==> src/ulsf_pkg.sv <==
// Package of constants shared by the line status flag logic.
package ulsf_pkg;
  localparam int LS_W = 8;
  localparam int BIT_FIFO_ERR = 7;
  localparam int BIT_TX_EMPTY = 6;
  localparam int BIT_HOLD_EMPTY = 5;
  localparam int BIT_BREAK = 4;
  localparam int BIT_FRAME = 3;
  localparam int BIT_PARITY = 2;
  localparam logic [7:0] LS_RESET = 8'h60;
  localparam logic [1:0] SYNC_RESET = 2'h3;
endpackage : ulsf_pkg

==> src/ulsf_line_status.sv <==
// Line status flags of the UART: error summary, transmit empties, break and frame errors.
`timescale 1ns/1ps
// Behaviour
// Error summary sets while any receive FIFO character carries parity, framing or break.
// Reading the line status register clears the error summary flag.
// Error summary reads 0 when no receive error is present.
// Non-FIFO mode: transmitter empty is 1 when holding and shift registers are empty.
// Transmitter empty drops to 0 when holding or shift register holds a character.
// FIFO mode: transmitter empty is 1 only when transmit FIFO and shifter empty.
// Non-FIFO mode: holding empty sets when a character moves into the shifter.
// Holding empty clears in the cycle the host writes the holding register; the code shows it at 0 from the next cycle.
// Holding empty with its interrupt enable raises a transmit interrupt request.
// FIFO mode: holding empty equals transmit FIFO empty.
// FIFO mode: holding empty clears once the host writes a byte to the FIFO.
// Break flag sets after a low frame; only one break character enters the FIFO.
// Framing error flag sets on a missing stop bit, for the FIFO top character.
// Parity error flag sets on bad parity, for the FIFO top character.
// Transmit interrupt withdraws when holding empty clears or its enable is off.
module ulsf_line_status (
  input wire logic clk,
  input wire logic rst_b,
  input wire logic ce,
  input wire logic fifo_mode,
  input wire logic rx_pin,
  input wire logic rx_char_done,
  input wire logic rx_stop_ok,
  input wire logic rx_parity_ok,
  input wire logic rx_fifo_push,
  input wire logic rx_fifo_pop,
  input wire logic rx_fifo_empty,
  input wire logic [2:0] rx_top_errors,
  input wire logic rx_fifo_err_any,
  input wire logic host_write_hold,
  input wire logic tx_load_shift,
  input wire logic tx_shift_busy,
  input wire logic tx_fifo_empty,
  input wire logic hold_irq_enable,
  input wire logic host_read_status,
  output logic [7:0] line_status,
  output logic break_push_allow,
  output logic tx_irq
);
  typedef struct packed {
    logic fifo_error_summary;
    logic holding_empty;
    logic hold_full;
    logic break_detected;
    logic framing_error;
    logic parity_error;
    logic in_break;
    logic [7:0] status_q;
  } ulsf_state_t;

  ulsf_state_t st;
  ulsf_state_t next_st;
  logic rx_sync;
  logic tx_empty_now;

  ulsf_sync u_sync (
    .clk(clk),
    .rst_b(rst_b),
    .ce(ce),
    .d(rx_pin),
    .q(rx_sync)
  );

  function automatic logic is_break(input logic line, input logic stop_ok);
    is_break = !line && !stop_ok;
  endfunction : is_break

  always_comb begin
    next_st = st;
    tx_empty_now = 1'b0;
    if (ce) begin
      if (host_read_status) begin
        next_st.fifo_error_summary = 1'b0;
      end
      if (host_write_hold) begin
        next_st.hold_full = 1'b1;
      end else if (tx_load_shift) begin
        next_st.hold_full = 1'b0;
      end
      if (fifo_mode) begin
        next_st.holding_empty = tx_fifo_empty && !host_write_hold;
      end else if (host_write_hold) begin
        next_st.holding_empty = 1'b0;
      end else if (tx_load_shift) begin
        next_st.holding_empty = 1'b1;
      end
      if (rx_sync) begin
        next_st.in_break = 1'b0;
      end
      if (fifo_mode) begin
        next_st.parity_error = !rx_fifo_empty && rx_top_errors[0];
        next_st.framing_error = !rx_fifo_empty && rx_top_errors[1];
        next_st.break_detected = !rx_fifo_empty && rx_top_errors[2];
        if (rx_char_done && is_break(rx_sync, rx_stop_ok)) begin
          next_st.in_break = 1'b1;
        end
      end else begin
        if (host_read_status) begin
          next_st.parity_error = 1'b0;
          next_st.framing_error = 1'b0;
          next_st.break_detected = 1'b0;
        end
        if (rx_char_done) begin
          if (!rx_parity_ok) next_st.parity_error = 1'b1;
          if (!rx_stop_ok) next_st.framing_error = 1'b1;
          if (is_break(rx_sync, rx_stop_ok)) next_st.break_detected = 1'b1;
        end
      end
      // In non-FIFO mode the summary follows the updated flags, so a read that clears them clears it too.
      if (fifo_mode ? rx_fifo_err_any
                    : (next_st.parity_error | next_st.framing_error | next_st.break_detected)) begin
        next_st.fifo_error_summary = 1'b1;
      end
      tx_empty_now = fifo_mode ? (tx_fifo_empty && !tx_shift_busy && !host_write_hold)
                               : (!next_st.hold_full && !tx_shift_busy);
      next_st.status_q = '0;
      next_st.status_q[ulsf_pkg::BIT_FIFO_ERR] = next_st.fifo_error_summary;
      next_st.status_q[ulsf_pkg::BIT_TX_EMPTY] = tx_empty_now;
      next_st.status_q[ulsf_pkg::BIT_HOLD_EMPTY] = next_st.holding_empty;
      next_st.status_q[ulsf_pkg::BIT_BREAK] = next_st.break_detected;
      next_st.status_q[ulsf_pkg::BIT_FRAME] = next_st.framing_error;
      next_st.status_q[ulsf_pkg::BIT_PARITY] = next_st.parity_error;
    end
  end

  always_ff @(posedge clk or negedge rst_b) begin
    if (!rst_b) begin
      st <= '0;
      st.holding_empty <= 1'b1;
      st.status_q <= ulsf_pkg::LS_RESET;
    end else begin
      st <= next_st;
    end
  end

  // Only the first character of a break burst may enter the FIFO, so the line stays quiet.
  assign break_push_allow = !(fifo_mode && st.in_break && rx_char_done);
  assign line_status = st.status_q;
  assign tx_irq = st.holding_empty && hold_irq_enable;
endmodule : ulsf_line_status

==> src/ulsf_sync.sv <==
// Two flip-flop synchroniser for the receive line pin.
`timescale 1ns/1ps
module ulsf_sync (
  input wire logic clk,
  input wire logic rst_b,
  input wire logic ce,
  input wire logic d,
  output logic q
);
  typedef struct packed {
    logic s1;
    logic s2;
  } ulsf_sync_t;
  ulsf_sync_t st;
  ulsf_sync_t next_st;
  always_comb begin
    next_st = st;
    if (ce) begin
      next_st.s1 = d;
      next_st.s2 = st.s1;
    end
  end
  always_ff @(posedge clk or negedge rst_b) begin
    if (!rst_b) begin
      st <= ulsf_pkg::SYNC_RESET;
    end else begin
      st <= next_st;
    end
  end
  assign q = st.s2;
endmodule : ulsf_sync
==> config.mk <==
export PLATFORM = sky130hd
export DESIGN_NAME = ulsf_line_status
export DESIGN_NICKNAME = d
export VERILOG_FILES = /design/src/ulsf_pkg.sv /design/src/ulsf_line_status.sv /design/src/ulsf_sync.sv
export SDC_FILE = /design/constraint.sdc
export NUM_CORES = 1
export LEC_CHECK = 0
export BUFFER_PORTS_ARGS = -buffer_cell sky130_fd_sc_hd__buf_2
export CAP_MARGIN = 20
export CELL_PAD_IN_SITES_DETAIL_PLACEMENT = 1
export CELL_PAD_IN_SITES_GLOBAL_PLACEMENT = 2
export CORE_ASPECT_RATIO = 1.5
export CORE_UTILIZATION = 26
export DETAILED_ROUTE_END_ITERATION = 10
export GPL_ROUTABILITY_DRIVEN = 0
export PLACE_DENSITY_LB_ADDON = 0.3
export SLEW_MARGIN = 10
export SYNTH_ARGS = -nofsm -noshare
export SYNTH_HDL_FRONTEND = slang
export SYNTH_SLANG_ARGS = --single-unit
==> constraint.sdc <==
create_clock -name clk -period 1.84 [get_ports clk]
set_input_delay 0.092 -clock clk [delete_from_list [all_inputs] [get_ports clk]]
set_output_delay 0.092 -clock clk [all_outputs]
set_load 0.005 [all_outputs]
==> results of run 1 <==
[synthesized netlist by cell type, types with 2 or more instances]
| cell type | instances |
|---|---|
| mux2_2 | 3 |
| dfstp_2 | 4 |
| nor2_1 | 7 |
| a22oi_1 | 2 |
| dfrtp_1 | 6 |
| buf_4 | 8 |
| a31oi_1 | 5 |
| nor2b_1 | 5 |
| buf_2 | 3 |
| nand3b_1 | 3 |
| nand2b_1 | 3 |
| nand2_1 | 3 |
[layer usage]
layer	wire length, µm	vias to the layer above	GRT usage (%)
met1	600	250	14.6
li1	-	253	-
met3	101	2	2.93
met5	0	-	0
met4	20	0	6.91
met2	723	23	23.2
[sequential cells by signal, indices dropped and copies added (netlist names)]
register,flops
line_status,5
u_sync.q,1
u_sync.st,1
st,3
[metrics by stage]
| step | total power, mW | worst slack [ns] | instance area, µm² |
|---|---|---|---|
| floorplan | 0.361 | 0.862 | 609 |
| global placement | 0.392 | 0.720 | 693 |
| detailed placement | 0.396 | 0.687 | 693 |
| CTS | 0.602 | 0.682 | 739 |
| global route | 0.630 | 0.616 | 739 |
| finish | 0.592 | 0.707 | 739 |
[power by group]
| part | switching (mW) | internal, mW | total (mW) |
|---|---|---|---|
| sequential | 0.0186 | 0.253 | 0.272 |
| clock | 0.0814 | 0.120 | 0.201 |
| combinational | 0.0560 | 0.0624 | 0.118 |
| total | 0.156 | 0.436 | 0.592 |
[layout make-up]
type | instances | area (µm²) | area share [%]
repair buffers | 27 | 140 | 19.0
flip-flops and latches | 10 | 255 | 34.5
clock buffers | 4 | 36.3 | 4.91
multi-input cells | 44 | 279 | 37.7
well taps | 23 | 28.8 | 3.89
[worst max-delay path by stage]
stage	startpoint	endpoint	slack [ns]	cells past startpoint
finish	u_sync.q	st[14]	0.71	3
global placement	u_sync.q	line_status[4]	0.72	3
global route	u_sync.q	line_status[4]	0.62	3
detailed placement	u_sync.q	st[14]	0.69	3
floorplan	u_sync.q	line_status[4]	0.86	3
CTS	u_sync.q	st[14]	0.68	3
[what timing repair did]
item,CTS,global route
endpoints found under the hold margin,10,0
endpoints found under the setup margin,0,0
hold buffers,1,0
[cell families (layout without fill, tap and decap cells)]
kind of cell | after synthesis | after routing
other | 1 | 2
AOI/OAI and AO/OA | 15 | 15
muxes | 3 | 3
DFF | 10 | 10
buffers and inverters | 11 | 31
and+or+nand+nor | 24 | 24
==> summary.md, run 1 <==
| Metric | Value |
|---|---|
| Chip Height | 61.1 µm |
| Synth Area in Compound Gates | 18.4% |
| TritonCTS clock tree | yes |
| Crit. End Element | register |
| Port buffer count | 26 |
| Total gr overflow | 0 |
| Min-Delay Path Class | input pin to register |
| YS warnings | 0 |
| CP max stage delay | 0.55 ns |
| Via count | 528 |
| RSZ-0062 raised after global routing | false |
| Flop and latch count out of synthesis | 10 |
| Max VDD drop | 0.288 mV |
| Critical Path, Cell by Cell | nor2_1 > a22oi_1 > a31oi_1 |
| Die width | 41.4 µm |
| H-tree depth | 1 |
| Synth Area in Simple Gates | 20.9% |
| Sequential share of the synthesized area | 42.1% |
| Clk sinks | 10 |
| Layout area overhead | 22.1% |
| Skew final | 0.00204 ns |
| Post-CTS Setup Bufs | 0 |
| Vias in the first global route | 541 |
| Hold WS | 0.0626 ns |
| Fin nets | 107 |
| Reg2reg setup slack | 0.71 ns |
| Commonest cells after routing, fill and taps aside | buf_2, nor2_1, dfrtp_1, nor2b_1, a31oi_1 |
| Post-Synth XOR/XNOR Area | 0% |
| Initial Util | 27.4% |
| Largest cells by area after synthesis | dfrtp_1, dfstp_2, buf_4 |
| Clock-pin slew on the worst setup and hold paths | 0.07 ns |
| Top delay family on crit path | flip-flops |
| Register-to-Register Path Depth | 3 |
| Status | finished, final reports clean |
| GRT Total Usage | 13.0% |
| Data required, critical path | 1.97 ns |
| Mux contribution to synthesized area | 5.58% |
| Hold Path Stages | 2 |
| Mapped Area | 606 µm² |
| Clk_lat worst skew | 0.26 ns |
| Core Util, Final | 33.5% |
| Syn_area_per_cell | 9.46 µm² |
| Wire per inst | 13.4 µm |
| Vias per cell | 4.89 |
| Initial antenna violation count | 0 |
| CTS-repair resized insts | 0 |
| Post-Synthesis Cells | 64 |
| Dpl hpwl | 1110 µm |
| Max_cap viols | 0 |
| TritonCTS Buffers | 3 |
| Leak Pwr | 0.341 nW |
| Final Max Tran Viols | 0 |
| DRT Pass-1 Iters | 3 |
| Reg2reg end | st[14] |
| R2r startpoint | u_sync.q |
| Largest family of logic cells by synthesized area | simple AND/OR/NAND/NOR gates |
| Synth Area in Adders | 0% |
| Layout cells sized above 1 | 44.7% |
| # IOs | 31 |
| PD cells | 800 nW/µm² |
| Post-Route Setup TNS | 0 ns |
| Yosys cell types | 24 |
| Setup violations, final | 0 |
| Clk buf depth | 2 |
| Final antenna-violating net count | 0 |
| Hold Startpoint | rx_pin |
| Core area | 2210 µm² |
| Period utilization | 61.6% |
| Final wirelength | 1450 µm |
| DRC Markers | 0 |
| Placed Cells | 103 |
| Share of Yosys cell area claimed by the top area cell type | 24.8% |
| Fmax | 883 MHz |
| Critical path type | register to register |
| Tmin final | 1.13 ns |
| Commonest non-fill, non-tap cell in the layout | buf_2 |
| Die ar. | 2530 µm² |
| Largest net degree at the start of global routing | 19 |
| Hold path endpoint | u_sync.st[1] |
| Crit start category | register |
| Clk root buf | clkbuf_4 |
| Row count | 21 |
| Fin. Hold Viols | 0 |
| Non-Filler Instances | 108 |
| Synth Flop Type | dfrtp_1 |
| Worst Path Max Fanout | 3 |
| Worst Path Buf+Inv | 0 |
| Fillers | 288 |
| CP max stage cell | dfstp_2 |
| Post-synth EDFFs | 0 |
| Synth area leader | dfrtp_1 |
| Fraction of registers with async set/reset | 100% |
| Worst Path Arrival | 1.27 ns |
| Antenna cells | 0 |
| First-pass GRT wire length | 2480 µm |
| Initial DRC Count | 8 |
No activity file was read; power rests on OpenSTA's default activity.
==> run 2, diff against run 1 <==
--- a/config.mk
+++ b/config.mk
@@ -10,7 +10,7 @@
 export CELL_PAD_IN_SITES_DETAIL_PLACEMENT = 1
 export CELL_PAD_IN_SITES_GLOBAL_PLACEMENT = 2
 export CORE_ASPECT_RATIO = 1.5
-export CORE_UTILIZATION = 26
+export CORE_UTILIZATION = 21
 export DETAILED_ROUTE_END_ITERATION = 10
 export GPL_ROUTABILITY_DRIVEN = 0
 export PLACE_DENSITY_LB_ADDON = 0.3
==> constraint.sdc (replaced) <==
create_clock -name clk -period 0.98 [get_ports clk]
set_input_delay 0.049 -clock clk [delete_from_list [all_inputs] [get_ports clk]]
set_output_delay 0.049 -clock clk [all_outputs]
set_load 0.005 [all_outputs]
==> run 2 against run 1 <==
  * The run now ends with setup timing left
  * Flip-flop and latch count is the same
  * Utilization fell by 3.0 points
  * Largest power group is now the clock network
  * Critical endpoint is now tx_irq
  * Die area increased by 23%
  * Critical path type is now register to output port
  * First-iteration DRC count shrank 38%
  * Clock-buffer cell count unchanged
  * Via count rose by 1.5%
  * Total power up 120%
  * Clock power rose to 2.7 times the previous value
==> summary.md, run 2 (synthesis results as in run 1) <==
| Metric | Value |
|---|---|
| CP max stage cell | dfstp_2 |
| Die ar. | 3110 µm² |
| # IOs | 31 |
| Final antenna-violating net count | 0 |
| Reg2reg setup slack | -0.01 ns |
| Period utilization | 104% |
| Clk root buf | clkbuf_8 |
| Commonest non-fill, non-tap cell in the layout | buf_2 |
| Fin. Hold Viols | 0 |
| Wire per inst | 11.8 µm |
| Total gr overflow | 0 |
| Worst Path Arrival | 0.97 ns |
| Design Area, Final | 826 µm² |
| TritonCTS Buffers | 3 |
| Fillers | 341 |
| Critical path type | register to output port |
| Largest register FFs | 5 |
| DRC Markers | 0 |
| Initial antenna violation count | 0 |
| H-tree depth | 1 |
| Final Max Tran Viols | 0 |
| Clk_lat worst skew | 0.24 ns |
| Max VDD drop | 0.693 mV |
| Min-Delay Path Class | input pin to register |
| Fin nets | 110 |
| Core area | 2710 µm² |
| Commonest cells after routing, fill and taps aside | buf_2, nor2_1, dfrtp_1, a31oi_1 |
| Initial DRC Count | 5 |
| Status | complete, but fails checks |
| RSZ-0062 raised after global routing | true |
| Initial Util | 22.4% |
| Skew final | 0.000518 ns |
| Core Util, Final | 30.5% |
| Crit start category | register |
| Reg2reg end | line_status[4] |
| Total Power | 1.31 mW |
| PD cells | 1590 nW/µm² |
| Data required, critical path | 0.93 ns |
| Die width | 45.8 µm |
| CP max stage delay | 0.53 ns |
| Layout area overhead | 36.4% |
| Register-to-Register Path Depth | 3 |
| Vias in the first global route | 510 |
| Largest net degree at the start of global routing | 19 |
| Vias per cell | 4.29 |
| Fmax | 977 MHz |
| Critical Path, Cell by Cell | and2_1 > buf_2 |
| Hold Path Stages | 2 |
| Final worst setup slack | -0.0439 ns |
| Setup violations, final | 2 |
| Max_cap viols | 0 |
| Final wirelength | 1480 µm |
| Port buffer count | 26 |
| Cell area after placement | 726 µm² |
| R2r startpoint | u_sync.q |
| Clk sinks | 10 |
| Leak Pwr | 0.370 nW |
| Antenna cells | 0 |
| Chip Height | 67.8 µm |
| Clock-pin slew on the worst setup and hold paths | 0.05 ns |
| Tmin final | 1.02 ns |
| GRT Total Usage | 11.3% |
| Row count | 23 |
| Hold path endpoint | u_sync.st[1] |
| Hold Startpoint | rx_pin |
| Via count | 536 |
| Place WS | -0.0606 ns |
| Clk buf depth | 2 |
| DRT Pass-1 Iters | 4 |
| Worst Path Buf+Inv | 1 |
| TritonCTS clock tree | yes |
| First-pass GRT wire length | 2430 µm |
| Worst Path Max Fanout | 3 |
| Crit. End Element | output port |
| Failing checks | setup timing |
| Layout cells sized above 1 | 50.0% |
| Top delay family on crit path | flip-flops |
-- run 2: cell count changes in the layout (fill, tap and decap cells not counted) --
cell | before | now
a22oi_2 | 0 | 1
nor2b_1 | 5 | 4
nor2_1 | 7 | 6
clkbuf_8 | 1 | 4
a2111oi_4 | 0 | 1
a2111oi_2 | 1 | 0
nor2_2 | 0 | 1
a22oi_1 | 2 | 1
clkbuf_4 | 3 | 0
nor2b_4 | 0 | 1
buf_4 | 0 | 3
-- run 2: area by class of cell --
class	count	area (µm²)	area share [%]
Multi-Input combinational cell	44	307	37.1
Sequential cell	10	255	30.9
Timing Repair Buffer	30	163	19.7
Clock buffer	4	55.1	6.67
Tap cell	37	46.3	5.61
-- run 2: how the worst max path moves through the flow --
stage	from	end	slack (ns)	depth (start not counted)
2_1_floorplan	u_sync.q	line_status[4]	0.002	3
3_3_place_gp	u_sync.q	line_status[4]	-0.04	3
3_5_place_dp	u_sync.q	line_status[4]	-0.06	3
4_1_cts	u_sync.q	line_status[4]	-0.06	3
5_1_grt	line_status[5]	tx_irq	-0.09	2
6_report	line_status[5]	tx_irq	-0.04	2
-- run 2: stage by stage --
stage	instances	hold WS, ns	setup TNS (ns)
6_report	125	0.0383	-0.0526
5_1_grt	125	0.0447	-0.190
4_1_cts	124	0.0375	-0.137
3_5_place_dp	119	-0.0657	-0.0912
3_3_place_gp	119	-0.0703	-0.0578
2_1_floorplan	65	-0.247	0
-- run 2: power breakdown --
| part | internal, mW | total [mW] | switching, mW |
|---|---|---|---|
| Sequential | 0.477 | 0.511 | 0.0345 |
| Combinational | 0.143 | 0.261 | 0.118 |
| Clock | 0.355 | 0.537 | 0.182 |
-- run 2: repair_timing --
item / in CTS / in global routing
pin swaps: 4 / 3
hold endpoints to repair: 10 / 0
gates cloned: 0 / 0
hold buffers: 1 / 0
setup endpoints to repair: 3 / 5
setup buffers: 0 / 1
resized for setup: 0 / 5
-- run 2: layer usage --
metal | share of wire (%) | up-vias | global-route usage (%)
met5 | 0 | - | 0
met4 | 3.5 | 0 | 8.82
met3 | 6.3 | 5 | 3.48
met2 | 47 | 19 | 15.7
met1 | 43 | 249 | 14.0
li1 | - | 263 | -
